File: config.mk
export PLATFORM = sky130hd
export DESIGN_NAME = twm_mode_ctrl
export DESIGN_NICKNAME = d
export VERILOG_FILES = /design/src/rtl/twm_pkg.sv /design/src/rtl/twm_mode_ctrl.sv
export VERILOG_INCLUDE_DIRS = /design/src /design/src/rtl
export SDC_FILE = /design/constraint.sdc
export NUM_CORES = 1
export LEC_CHECK = 0
export ABC_CLOCK_PERIOD_IN_PS = 5200
export BUFFER_PORTS_ARGS = -buffer_cell sky130_fd_sc_hd__buf_4
export CORE_MARGIN = 3
export CORE_UTILIZATION = 45
export CTS_BUF_LIST = sky130_fd_sc_hd__clkbuf_8
export CTS_CLUSTER_DIAMETER = 40
export DETAILED_ROUTE_END_ITERATION = 16
export GPL_TIMING_DRIVEN = 0
export PLACE_DENSITY = 0.69
export SLEW_MARGIN = 10
export SYNTH_ARGS = -nofsm -noshare
export SYNTH_HDL_FRONTEND = slang
export SYNTH_SLANG_ARGS = --single-unit
File: constraint.sdc
create_clock -name i_clk -period 5.2 [get_ports i_clk]
set_clock_uncertainty 0.1 [all_clocks]
set_input_delay 0.52 -clock i_clk [delete_from_list [all_inputs] [get_ports i_clk]]
set_output_delay 0.52 -clock i_clk [all_outputs]
set_load 0.1 [all_outputs]
File: src/rtl/twm_map.svh
// register offsets, field positions, reset values and fixed tops of the
// waveform mode block. definitions only.
`ifndef TWM_MAP_SVH
`define TWM_MAP_SVH
// ----------------------------------------------------------------------
// register byte addresses (word aligned on the bus)
// ----------------------------------------------------------------------
`define TWM_OFF_CTRL_A      8'h80
`define TWM_OFF_CTRL_B      8'h84
`define TWM_OFF_CMP_A       8'h88
`define TWM_OFF_CMP_B       8'h8c
`define TWM_OFF_CAPTURE     8'h90
`define TWM_OFF_STATUS      8'h94
`define TWM_OFF_MASK        8'h98
`define TWM_OFF_DIR         8'h9c
// ----------------------------------------------------------------------
// field positions and reset values
// ----------------------------------------------------------------------
`define TWM_CA_ACT_A_HI     7
`define TWM_CA_ACT_A_LO     6
`define TWM_CA_ACT_B_HI     5
`define TWM_CA_ACT_B_LO     4
`define TWM_CA_WGM_HI       1
`define TWM_CA_WGM_LO       0
`define TWM_CB_WGM_HI       4
`define TWM_CB_WGM_LO       3
`define TWM_CTRL_A_RST      8'h00
`define TWM_CTRL_B_RST      8'h00
`define TWM_ST_OVF          0
`define TWM_ST_MATCH_A      1
`define TWM_ST_MATCH_B      2
// ----------------------------------------------------------------------
// fixed tops
// ----------------------------------------------------------------------
`define TWM_TOP_MAX         16'hffff
`define TWM_TOP_8BIT        16'h00ff
`define TWM_TOP_9BIT        16'h01ff
`define TWM_TOP_10BIT       16'h03ff
`define TWM_BOTTOM          16'h0000
`endif

File: src/rtl/twm_pkg.sv
// types of the waveform mode block: mode kinds, top source, pin bundle.
// assumes the map header supplies all numeric constants.
package twm_pkg;
    // waveform family decoded from the 4-bit mode
    typedef enum logic [2:0] {
        TWM_NORMAL, TWM_CTC, TWM_FAST, TWM_PHASE, TWM_PFC, TWM_RESERVED
    } twm_kind_t;
    // where the top value comes from
    typedef enum logic [1:0] {
        TWM_TOP_FIXED, TWM_TOP_CMPA, TWM_TOP_CAPT
    } twm_top_src_t;
    // one compare output pin: value, override and output enable (active low)
    typedef struct packed {
        logic val;
        logic override;
        logic oe_n;
    } twm_pin_t;
endpackage

File: src/rtl/twm_mode_ctrl.sv
// waveform mode decode and compare output action logic of a 16-bit timer.
// assumes an external counter datapath that supplies count, direction and
// the per-cycle timer tick; registers reached over classic wishbone.
//
// Summary of operation
// - nonzero action field overrides the port pin, except 01 in pwm modes without toggle and 01 in mode 13
// - driver enabled only when direction bit set
// - non-pwm actions: none, toggle, clear, set
// - fast pwm 01 toggles A only modes 14/15
// - fast pwm 10 non-inverting, 11 inverting
// - fast pwm match at top ignored, bottom acts
// - phase pwm 01 toggles A only modes 9/11
// - phase pwm 10 clear up, set down
// - phase pwm 11 set up, clear down
// - four-bit mode split over two control registers
// - mode 0 top ffff, immediate, overflow at max
// - ctc top compare A or capture, immediate
// - modes 1-3 phase pwm fixed tops
// - fast pwm modes update bottom, overflow top
// - modes 8/9 frequency correct, bottom updates
// - modes 10/11 phase correct, top updates
// - first control register resets to zero
//
// Implementation choices: the Wishbone register port and the register offsets.
`timescale 1ns/1ps
`include "twm_map.svh"
module twm_mode_ctrl #(
    parameter int CNT_W = 16               // counter width
) (
    input  wire logic              i_clk,
    input  wire logic              i_srst,
    // classic wishbone slave
    input  wire logic              i_wb_cyc,
    input  wire logic              i_wb_stb,
    input  wire logic              i_wb_we,
    input  wire logic [7:0]        i_wb_adr,
    input  wire logic [3:0]        i_wb_sel,
    input  wire logic [31:0]       i_wb_dat,
    output logic [31:0]            o_wb_dat,
    output logic                   o_wb_ack,
    // counter datapath view
    input  wire logic              i_tick,
    input  wire logic [CNT_W-1:0]  i_count,
    input  wire logic              i_count_down,
    // decoded counter control
    output logic [CNT_W-1:0]       o_top,
    output logic                   o_dual_slope,
    output logic                   o_clear_at_top,
    // compare pins and interrupt
    output twm_pkg::twm_pin_t      o_pin_a,
    output twm_pkg::twm_pin_t      o_pin_b,
    output logic                   o_irq
);
    // ------------------------------------------------------------------
    // decode helpers
    // ------------------------------------------------------------------
    // mode number to waveform family
    function automatic twm_pkg::twm_kind_t kind_of(input logic [3:0] m);
        case (m)
            4'h0: kind_of = twm_pkg::TWM_NORMAL;
            4'h4, 4'hc: kind_of = twm_pkg::TWM_CTC;
            4'h5, 4'h6, 4'h7, 4'he, 4'hf: kind_of = twm_pkg::TWM_FAST;
            4'h8, 4'h9: kind_of = twm_pkg::TWM_PFC;
            4'h1, 4'h2, 4'h3, 4'ha, 4'hb: kind_of = twm_pkg::TWM_PHASE;
            default: kind_of = twm_pkg::TWM_RESERVED;
        endcase
    endfunction

    // ------------------------------------------------------------------
    // registers
    // ------------------------------------------------------------------
    logic [7:0]        ctrl_a_r;          // action fields and low mode bits
    logic [7:0]        ctrl_b_r;          // high mode bits
    logic [CNT_W-1:0]  cmp_a_buf_r;       // software-written compare A
    logic [CNT_W-1:0]  cmp_b_buf_r;       // software-written compare B
    logic [CNT_W-1:0]  cmp_a_r;           // active compare A
    logic [CNT_W-1:0]  cmp_b_r;           // active compare B
    logic [CNT_W-1:0]  capt_r;            // capture value used as top
    logic [2:0]        status_r;          // sticky events
    logic [2:0]        mask_r;            // interrupt enables
    logic [1:0]        dir_r;             // pin direction bits, 1 = output
    logic              out_a_r;           // compare output a
    logic              out_b_r;           // compare output b
    logic              ack_r;             // bus answer
    logic [31:0]       rdat_r;            // bus read data

    // ------------------------------------------------------------------
    // mode decode
    // ------------------------------------------------------------------
    // mode assembly
    wire logic [3:0] mode = {ctrl_b_r[`TWM_CB_WGM_HI:`TWM_CB_WGM_LO],
                             ctrl_a_r[`TWM_CA_WGM_HI:`TWM_CA_WGM_LO]};
    wire twm_pkg::twm_kind_t kind = kind_of(mode);
    wire logic [1:0] act_a = ctrl_a_r[`TWM_CA_ACT_A_HI:`TWM_CA_ACT_A_LO];
    wire logic [1:0] act_b = ctrl_a_r[`TWM_CA_ACT_B_HI:`TWM_CA_ACT_B_LO];
    wire logic is_fast  = (kind == twm_pkg::TWM_FAST);
    wire logic is_dual  = (kind == twm_pkg::TWM_PHASE) || (kind == twm_pkg::TWM_PFC);
    wire logic is_nonpwm = (kind == twm_pkg::TWM_NORMAL) || (kind == twm_pkg::TWM_CTC);

    // top source per mode
    logic [CNT_W-1:0] top_sel;
    always_comb begin
        case (mode)
            4'h1, 4'h5: top_sel = CNT_W'(`TWM_TOP_8BIT);
            4'h2, 4'h6: top_sel = CNT_W'(`TWM_TOP_9BIT);
            4'h3, 4'h7: top_sel = CNT_W'(`TWM_TOP_10BIT);
            4'h4, 4'h9, 4'hb, 4'hf: top_sel = cmp_a_r;
            4'h8, 4'ha, 4'hc, 4'he: top_sel = capt_r;
            default: top_sel = CNT_W'(`TWM_TOP_MAX);
        endcase
    end
    assign o_top          = top_sel;
    assign o_dual_slope   = is_dual;
    assign o_clear_at_top = is_fast || (kind == twm_pkg::TWM_CTC);

    // counter position events
    wire logic at_top    = i_tick && (i_count == top_sel);
    wire logic at_bottom = i_tick && (i_count == CNT_W'(`TWM_BOTTOM));
    wire logic at_max    = i_tick && (i_count == CNT_W'(`TWM_TOP_MAX));
    wire logic match_a   = i_tick && (i_count == cmp_a_r);
    wire logic match_b   = i_tick && (i_count == cmp_b_r);

    // ------------------------------------------------------------------
    // buffer update and overflow point
    // ------------------------------------------------------------------
    // update at top for phase correct
    wire logic upd_top = (kind == twm_pkg::TWM_PHASE) && at_top;
    wire logic upd_bot = (is_fast || kind == twm_pkg::TWM_PFC) && at_bottom;
    // immediate in non-pwm; reserved mode treated alike
    wire logic upd_now = is_nonpwm || (kind == twm_pkg::TWM_RESERVED);
    wire logic ovf_evt = is_nonpwm ? at_max : (is_fast ? at_top : (is_dual && at_bottom));

    // ------------------------------------------------------------------
    // per-channel action decode
    // ------------------------------------------------------------------
    // override when field nonzero, except the 01 pwm cases and 01 in mode 13
    // pwm toggle only on the listed modes, A only; non-pwm toggles both
    wire logic tog_ok_a = (is_fast && (mode == 4'he || mode == 4'hf)) ||
                          (is_dual && (mode == 4'h9 || mode == 4'hb)) || is_nonpwm;
    wire logic tog_ok_b = is_nonpwm;
    wire logic conn_a = (act_a[1] || (act_a[0] && tog_ok_a));
    wire logic conn_b = (act_b[1] || (act_b[0] && tog_ok_b));

    // next output value for one channel
    function automatic logic out_next(input logic cur, input logic [1:0] act,
                                      input logic tog_ok, input logic match,
                                      input logic cmp_is_top);
        out_next = cur;
        if (!act[1]) begin
            if (act[0] && tog_ok && match)
                out_next = ~cur;
        end else if (is_nonpwm) begin
            if (match)
                out_next = act[0];
        end else if (is_fast) begin
            // bottom level wins, top match ignored
            if (at_bottom)
                out_next = ~act[0];
            else if (match && !cmp_is_top)
                out_next = act[0];
        end else if (is_dual && match) begin
            out_next = i_count_down ? ~act[0] : act[0];
        end
    endfunction

    wire logic out_a_nxt = out_next(out_a_r, act_a, tog_ok_a, match_a, cmp_a_r == top_sel);
    wire logic out_b_nxt = out_next(out_b_r, act_b, tog_ok_b, match_b, cmp_b_r == top_sel);

    // ------------------------------------------------------------------
    // bus decode
    // ------------------------------------------------------------------
    wire logic bus_req  = i_wb_cyc && i_wb_stb && !ack_r;
    wire logic bus_wr   = bus_req && i_wb_we && i_wb_sel[0];
    wire logic wr_ca    = bus_wr && (i_wb_adr == `TWM_OFF_CTRL_A);
    wire logic wr_cb    = bus_wr && (i_wb_adr == `TWM_OFF_CTRL_B);
    wire logic wr_cmpa  = bus_req && i_wb_we && (i_wb_adr == `TWM_OFF_CMP_A);
    wire logic wr_cmpb  = bus_req && i_wb_we && (i_wb_adr == `TWM_OFF_CMP_B);
    wire logic wr_capt  = bus_req && i_wb_we && (i_wb_adr == `TWM_OFF_CAPTURE);
    wire logic wr_st    = bus_wr && (i_wb_adr == `TWM_OFF_STATUS);
    wire logic wr_mask  = bus_wr && (i_wb_adr == `TWM_OFF_MASK);
    wire logic wr_dir   = bus_wr && (i_wb_adr == `TWM_OFF_DIR);
    wire logic [15:0] wdat16 = {i_wb_sel[1] ? i_wb_dat[15:8] : 8'h00, i_wb_dat[7:0]};
    wire logic [2:0] events = {match_b, match_a, ovf_evt};

    // read mux, unmapped reads answer zero
    logic [31:0] rd_mux;
    always_comb begin
        case (i_wb_adr)
            `TWM_OFF_CTRL_A:  rd_mux = {24'h000000, ctrl_a_r & 8'hf3};
            `TWM_OFF_CTRL_B:  rd_mux = {24'h000000, ctrl_b_r & 8'h18};
            `TWM_OFF_CMP_A:   rd_mux = {16'h0000, 16'(cmp_a_buf_r)};
            `TWM_OFF_CMP_B:   rd_mux = {16'h0000, 16'(cmp_b_buf_r)};
            `TWM_OFF_CAPTURE: rd_mux = {16'h0000, 16'(capt_r)};
            `TWM_OFF_STATUS:  rd_mux = {29'h00000000, status_r};
            `TWM_OFF_MASK:    rd_mux = {29'h00000000, mask_r};
            `TWM_OFF_DIR:     rd_mux = {30'h00000000, dir_r};
            default:          rd_mux = 32'h00000000;
        endcase
    end

    // ------------------------------------------------------------------
    // bus slave: one-cycle ack, registered read data
    // ------------------------------------------------------------------
    always_ff @(posedge i_clk) begin
        if (i_srst) begin
            ack_r  <= 1'b0;
            rdat_r <= 32'h00000000;
        end else begin
            ack_r  <= bus_req;
            rdat_r <= bus_req ? rd_mux : 32'h00000000;
        end
    end
    assign o_wb_ack = ack_r;
    assign o_wb_dat = rdat_r;

    // ------------------------------------------------------------------
    // control registers
    // ------------------------------------------------------------------
    always_ff @(posedge i_clk) begin
        if (i_srst) begin
            ctrl_a_r <= `TWM_CTRL_A_RST;
            ctrl_b_r <= `TWM_CTRL_B_RST;
            mask_r   <= 3'h0;
            dir_r    <= 2'h0;
        end else begin
            // mode 13 is left to software; here it tops at max with no overflow event and no compare action
            if (wr_ca)
                ctrl_a_r <= i_wb_dat[7:0];
            if (wr_cb)
                ctrl_b_r <= i_wb_dat[7:0];
            if (wr_mask)
                mask_r <= i_wb_dat[2:0];
            if (wr_dir)
                dir_r <= i_wb_dat[1:0];
        end
    end

    // ------------------------------------------------------------------
    // compare buffers and active compares
    // ------------------------------------------------------------------
    always_ff @(posedge i_clk) begin
        if (i_srst) begin
            cmp_a_buf_r <= '0;
            cmp_b_buf_r <= '0;
            cmp_a_r     <= '0;
            cmp_b_r     <= '0;
            capt_r      <= '0;
        end else begin
            if (wr_cmpa)
                cmp_a_buf_r <= CNT_W'(wdat16);
            if (wr_cmpb)
                cmp_b_buf_r <= CNT_W'(wdat16);
            if (wr_capt)
                capt_r <= CNT_W'(wdat16);
            if (upd_now || upd_top || upd_bot) begin
                cmp_a_r <= cmp_a_buf_r;
                cmp_b_r <= cmp_b_buf_r;
            end
        end
    end

    // ------------------------------------------------------------------
    // sticky status: an event beats a same-cycle clear
    // ------------------------------------------------------------------
    always_ff @(posedge i_clk) begin
        if (i_srst)
            status_r <= 3'h0;
        else
            status_r <= (status_r & ~(wr_st ? i_wb_dat[2:0] : 3'h0)) | events;
    end
    assign o_irq = |(status_r & mask_r);

    // ------------------------------------------------------------------
    // compare outputs
    // ------------------------------------------------------------------
    always_ff @(posedge i_clk) begin
        if (i_srst) begin
            out_a_r <= 1'b0;
            out_b_r <= 1'b0;
        end else begin
            out_a_r <= out_a_nxt;
            out_b_r <= out_b_nxt;
        end
    end

    assign o_pin_a = '{val: out_a_r, override: conn_a, oe_n: !(conn_a && dir_r[0])};
    assign o_pin_b = '{val: out_b_r, override: conn_b, oe_n: !(conn_b && dir_r[1])};
endmodule // twm_mode_ctrl

==> key figures, run 1 <==
Yosys
  – Yosys reg bits: 115
  – Synth area leaders: dfxtp_1, mux2i_1, nand2b_1
  – Synth cell types: 68
  – Adder-Cell Fraction of Synth Area: 0%
  – Ys async rst share: 0%
  – Synthesized area per cell: 7.917 sq um
  – Synth Area in Simple Gates: 24.21%
  – Largest family of logic cells by synthesized area: simple AND/OR/NAND/NOR gates
  – Synth warnings: 0
  – Cells after Synth: 855
  – Sequential-to-total area share from yosys stat: 34.01%
  – Post-synthesis xor/xnor area fraction: 7.116%
  – Post-Syn Area: 6769 sq um
  – Mux share of post-synthesis cell area: 7.116%
  – Synth Area in Compound Gates: 18.74%
  – Post-synth EDFFs: 0
  – Primary FF master, synth: dfxtp_1
  – Top-area cell type share of the netlist area: 34.01%
  – Cell taking the most area after synthesis: dfxtp_1

Setup path
  – Slowest-stage cell, CP: mux2i_1
  – Setup CP Type: flip-flop to flip-flop
  – CP max FO: 10
  – Crit path buffers/inverters: 3
  – Critical Path Start Type: flip-flop
  – CP top delay family: simple AND/OR/NAND/NOR gates
  – Slowest stage delay, CP: 0.40 ns
  – Cell mode on critical path: mux2i_1
  – CP arrival: 3.71 ns
  – CP cell instances: buf_2, and2b_1, mux2i_1, buf_4, o22ai_1, xnor2_1, nor4_1, nand4_1, a21oi_4, buf_12, mux2i_1
  – Critical Path RT: 5.47 ns
  – Crit end category: flip-flop

Layout
  – Finished Cell Area: 8119 sq um
  – Layout cells sized above 1: 15.53%
  – Post-layout nets: 1,033
  – # fillers: 1,455
  – Commonest cells after routing, fill and taps aside: nand2_1, dfxtp_1, buf_4, a21oi_1, nand2b_1
  – Area grow syn2layout: 19.94%
  – # diodes: 0

Drt
  – Drt total wl: 22,790 um
  – Remaining DRCs: 0
  – Via count: 6,745
  – Initial DRC count: 721
  – Antenna Nets Post-Route: 0
  – DRT Pass-1 Iters: 6
  – Via/cell ratio: 5.800
  – Wire length per cell: 19.59 um

Hold path
  – Worst hold-check path type: input port to flip-flop

Timing
  – Final Hold Viols: 0
  – RSZ-0062 raised after global routing: no
  – Setup-failing EPs final: 0
  – Final min period: 3.432 ns
  – Slew Viols, Final: 0
  – Setup TNS Final: 0 ns
  – Peak Freq: 0.2914 GHz
  – Slew HR: 33.57%
  – Measured slew at the worst slew-check pin: 0.9943 ns
  – Part of the cycle the worst path needs: 66.00%

Clock network
  – Clk Latency, worst-skew pair: 0.44 ns
  – Post-CTS Setup Repair Bufs: 0
  – Clock Tree Buf Depth: 2
  – Worst-path clk slew: 0.08 ns
  – CTS tree: yes
  – Total CTS buffers: 17
  – Root buf cell: clkbuf_8
  – H-tree depth: 4
  – Post_cts resized: 0
  – # clock sinks: 115
  – Post-CTS Hold Buffers: 0

Global route
  – Grt total ovfl: 0
  – Vias in the first global route: 6,200
  – First-pass GRT wire length: 34,830 um
  – Largest net degree at the start of global routing: 17
  – Total global-route track usage: 27.33%
  – Initial antenna violation count: 0

Flow run
  – Max_cap viols: 0

Floorplan
  – Num rows: 44
  – Core area: 14,640 sq um
  – Die Ht: 128.6 um
  – Die W: 128.6 um
  – Die ar.: 16,550 sq um
  – # IOs: 125
  – Initial Utilization: 46.22%

Power
  – Cell Pwr Density: 254.1 nW/um^2
  – Worst vdd ir: 0.0001735 V
  – Design Power: 2.063 mW
  – Lkg Pwr: 2.986 nW

Placed design
  – HPWL Detailed: 17,520 um
  – PortBufs: 77
  – Routability cong.: 0.9813
  – Placed cell areas: 7634 sq um

Run status
  – Status: finished, final reports clean
-- state kept, by name, indices dropped and copies added (netlist names), 2 cells and up --
| signal | flops |
|---|---|
| cmp_a_buf_r | 16 |
| capt_r | 16 |
| cmp_b_r | 16 |
| cmp_a_r | 16 |
| status_r | 3 |
| dir_r | 2 |
| o_wb_dat | 16 |
| mask_r | 3 |
| ctrl_a_r | 6 |
| ctrl_b_r | 2 |
| cmp_b_buf_r | 16 |
-- cells by family (layout without fill, tap and decap cells) --
kind of cell | after synthesis | after routing
AO/OA/AOI/OAI | 193 | 193
XOR/XNOR | 55 | 55
buffers and inverters | 118 | 227
flip-flops | 115 | 115
multiplexers | 48 | 48
other | 1 | 16
AND/OR/NAND/NOR | 325 | 325
-- per-layer routing --
metal | global-route usage [%] | vias up | wire length (um)
li1 | - | 3191 | -
met1 | 38.78 | 3117 | 10120
met2 | 41.07 | 388 | 9841
met3 | 6.517 | 49 | 2290
met4 | 8.647 | 0 | 528
met5 | 0 | - | 0
-- final cells by class --
class	count	area, sq um	area share [%]
clock inverter	12	210.2	2.589
buffer	81	452.9	5.579
tap	184	230.2	2.836
multi-input combinational	637	3931	48.42
clock buffer	20	275.3	3.390
inverter	37	138.9	1.711
sequential	115	2302	28.36
timing repair buffer	77	578.1	7.120
-- per-stage QoR --
step           std cells  util (%)  setup WS, ns  hold WS (ns)
3_5_place_dp        1131     52.13         1.854        0.3649
4_1_cts             1163     55.44         1.833        0.2105
5_1_grt             1163     55.44         1.639        0.2144
2_1_floorplan        870         -         1.617        0.3444
3_3_place_gp        1131     52.13         1.883        0.3578
6_report            1163     55.44         1.768        0.2192
-- report_power, final --
| part | switching, mW | leakage [nW] | internal, mW | total (mW) |
|---|---|---|---|---|
| clock | 0.361 | 0.257 | 0.652 | 1.01 |
| combinational | 0.116 | 1.80 | 0.0534 | 0.169 |
| sequential | 0.000472 | 0.926 | 0.881 | 0.881 |
| total | 0.477 | 2.99 | 1.59 | 2.06 |
-- path summary, 6_finish.rpt --
check | from | endpoint | slack [ns] | cells past startpoint
worst min register to register | cmp_a_buf_r[13]$_SDFFE_PP0P_ | cmp_a_buf_r[13]$_SDFFE_PP0P_ | 0.38 | 2
worst min-delay path | i_srst | o_wb_ack$_SDFF_PP0_ | 0.22 | 2
worst max-delay path | ctrl_b_r[3]$_SDFFE_PP0P_ | cmp_b_r[8]$_SDFFE_PP0P_ | 1.77 | 11
worst max register to register | ctrl_b_r[3]$_SDFFE_PP0P_ | cmp_b_r[8]$_SDFFE_PP0P_ | 1.77 | 11
-- synthesized netlist by cell type, types with 21 or more instances --
cell type	number
inv_1	37
nand3_1	32
xnor2_1	37
dfxtp_1	115
a21oi_1	81
buf_4	22
nand2_1	115
mux2i_1	47
a22oi_1	21
clkbuf_1	44
nor2_1	32
o22ai_1	27
nand2b_1	75
-- worst register-to-register path, stage by stage (launching register included) --
cell     delay (ns)
dfxtp_1        0.31
buf_2          0.19
and2b_1        0.25
mux2i_1        0.40
buf_4          0.25
o22ai_1        0.19
xnor2_1        0.20
nor4_1         0.37
nand4_1        0.31
a21oi_4        0.40
buf_12         0.20
mux2i_1        0.21
No activity file was read; power rests on OpenSTA's default activity.
==> inputs of run 2 (changes only) <==
--- a/config.mk
+++ b/config.mk
@@ -6,7 +6,7 @@
 export SDC_FILE = /design/constraint.sdc
 export NUM_CORES = 1
 export LEC_CHECK = 0
-export ABC_CLOCK_PERIOD_IN_PS = 5200
+export ABC_CLOCK_PERIOD_IN_PS = 3500
 export BUFFER_PORTS_ARGS = -buffer_cell sky130_fd_sc_hd__buf_4
 export CORE_MARGIN = 3
 export CORE_UTILIZATION = 45
==> constraint.sdc (replaced) <==
create_clock -name i_clk -period 3.5 [get_ports i_clk]
set_clock_uncertainty 0.1 [all_clocks]
set_input_delay 0.35 -clock i_clk [delete_from_list [all_inputs] [get_ports i_clk]]
set_output_delay 0.35 -clock i_clk [all_outputs]
set_load 0.1 [all_outputs]
==> run 2 against run 1 <==
- power up 34%
- maximum frequency up 1.9%
- register-to-register slack worse by 1.6 ns
- critical path type unchanged
- largest cell class unchanged
- largest power group is now registers
- highest routed layer unchanged
==> key figures, run 2 (synthesis gave the netlist of run 1 again) <==
Clock network
  – Post-CTS Hold Buffers: 0 (unchanged)
  – # clock sinks: 115 (unchanged)
  – CTS tree: yes
  – Post_cts resized: 0 (unchanged)
  – H-tree depth: 4 (unchanged)
  – Root buf cell: clkbuf_8
  – Clk Latency, worst-skew pair: 0.43 ns (about the same)
  – Clock Tree Buf Depth: 2 (unchanged)
  – Post-CTS Setup Repair Bufs: 0 (unchanged)
  – Worst-path clk slew: 0.07 ns (about the same)
  – Total CTS buffers: 17 (unchanged)

Placed design
  – Placed cell areas: 7640 sq um (about the same)
  – Routability cong.: 0.9729 (-0.86%)
  – HPWL Detailed: 17,570 um (+0.28%)
  – PortBufs: 77 (unchanged)

Drt
  – Drt total wl: 22,780 um (about the same)
  – DRT Pass-1 Iters: 5 (-1)
  – Wire length per cell: 19.60 um (about the same)
  – Initial DRC count: 874 (+21%)
  – Via/cell ratio: 5.773 (-0.46%)
  – Via count: 6,708 (-0.55%)
  – Antenna Nets Post-Route: 0 (unchanged)
  – Remaining DRCs: 0 (unchanged)

Layout
  – Layout cells sized above 1: 15.75% (+0.22 points)
  – Post-layout nets: 1,033 (unchanged)
  – Area grow syn2layout: 18.50%
  – # fillers: 1,462 (+0.48%)
  – Finished Cell Area: 8021 sq um (-1.2%)
  – # diodes: 0 (unchanged)
  – Commonest cells after routing, fill and taps aside: nand2_1, dfxtp_1, buf_4, a21oi_1, nand2b_1

Floorplan
  – Num rows: 44 (unchanged)
  – Core area: 14,640 sq um (unchanged)
  – # IOs: 125 (unchanged)
  – Die ar.: 16,550 sq um (unchanged)
  – Die Ht: 128.6 um (unchanged)
  – Die W: 128.6 um (unchanged)
  – Initial Utilization: 46.22% (unchanged)

Global route
  – Initial antenna violation count: 0 (unchanged)
  – Vias in the first global route: 6,207 (+0.11%)
  – Grt total ovfl: 0 (unchanged)
  – First-pass GRT wire length: 34,970 um (+0.40%)
  – Largest net degree at the start of global routing: 17 (unchanged)
  – Total global-route track usage: 27.20% (-0.13 points)

Timing
  – Part of the cycle the worst path needs: 96.26% (+30 points)
  – Measured slew at the worst slew-check pin: 0.9860 ns (-0.008340 ns)
  – Setup-failing EPs final: 0 (unchanged)
  – Final min period: 3.369 ns (-0.06316 ns)
  – Peak Freq: 0.2968 GHz (+1.9%)
  – Slew Viols, Final: 0 (unchanged)
  – Slew HR: 34.13% (+0.56 points)
  – Final Hold Viols: 0 (unchanged)
  – RSZ-0062 raised after global routing: no
  – Setup TNS Final: 0 ns (unchanged)

Setup path
  – CP top delay family: simple AND/OR/NAND/NOR gates
  – Crit path buffers/inverters: 3 (unchanged)
  – CP cell instances: buf_2, and2b_1, mux2i_2, buf_4, o22ai_1, xnor2_1, nor4_1, nand4_1, a21oi_4, buf_12, mux2i_1
  – Critical Path Start Type: flip-flop
  – Slowest stage delay, CP: 0.42 ns (+0.02 ns)
  – Critical Path RT: 3.76 ns (-1.71 ns)
  – CP arrival: 3.63 ns (-0.08 ns)
  – Slowest-stage cell, CP: a21oi_4
  – CP max FO: 10 (unchanged)
  – Setup CP Type: flip-flop to flip-flop
  – Crit end category: flip-flop

Power
  – Worst vdd ir: 0.0002439 V (+41%)
  – Lkg Pwr: 2.930 nW (-1.9%)
  – Cell Pwr Density: 344.2 nW/um^2 (+35%)

Flow run
  – Max_cap viols: 0 (unchanged)

Run status
  – Status: finished, final reports clean

Hold path
  – Worst hold-check path type: input port to flip-flop
==> run 2: where the power goes <==
part,switching (mW),leakage [nW],total (mW),internal (mW)
logic,0.173,1.80,0.252,0.0793
registers,0.000692,0.926,1.31,1.31
clock network,0.545,0.199,1.20,0.655
==> run 2: cell type report <==
type	count	area, sq um	share of cell area [%]
Buffer	81	452.9	5.647
Clock buffer	19	261.5	3.260
Clock inverter	12	116.4	1.451
Inverter	37	138.9	1.731
Multi-Input combinational cell	637	3941	49.13
Sequential cell	115	2302	28.70
Tap cell	184	230.2	2.870
Timing Repair Buffer	77	578.1	7.206
==> run 2: routing by layer <==
layer,vias to the layer above,wire length (um),GRT usage (%)
met2,371,9849,41.13
li1,3175,-,-
met1,3103,10390,39.17
met4,0,597,8.956
met5,-,0,0
met3,59,1943,4.981
==> run 2: metrics by stage <==
stage / hold slack [ns] / std cells / utilization [%] / setup WS, ns / power [mW]
after floorplan: 0.3383 / 870 / - / 0.2468 / 1.512
after global placement: 0.3537 / 1131 / 52.17 / 0.1521 / 1.588
after detailed placement: 0.3573 / 1131 / 52.17 / 0.1406 / 1.589
after CTS: 0.02603 / 1162 / 54.75 / 0.1257 / 2.770
after global routing: 0.04055 / 1162 / 54.78 / 0.001236 / 2.839
final: 0.04467 / 1162 / 54.78 / 0.1310 / 2.761
==> run 2: path summary, 6_finish.rpt <==
path              slack, ns                      from                 endpoint  cells after the start
hold / removal         0.04                    i_srst      o_wb_ack$_SDFF_PP0_                      2
setup / recovery       0.13  ctrl_b_r[3]$_SDFFE_PP0P_  cmp_a_r[0]$_SDFFE_PP0P_                     11
hold reg to reg        0.37       o_wb_ack$_SDFF_PP0_      o_wb_ack$_SDFF_PP0_                      1
setup reg to reg       0.13  ctrl_b_r[3]$_SDFFE_PP0P_  cmp_a_r[0]$_SDFFE_PP0P_                     11
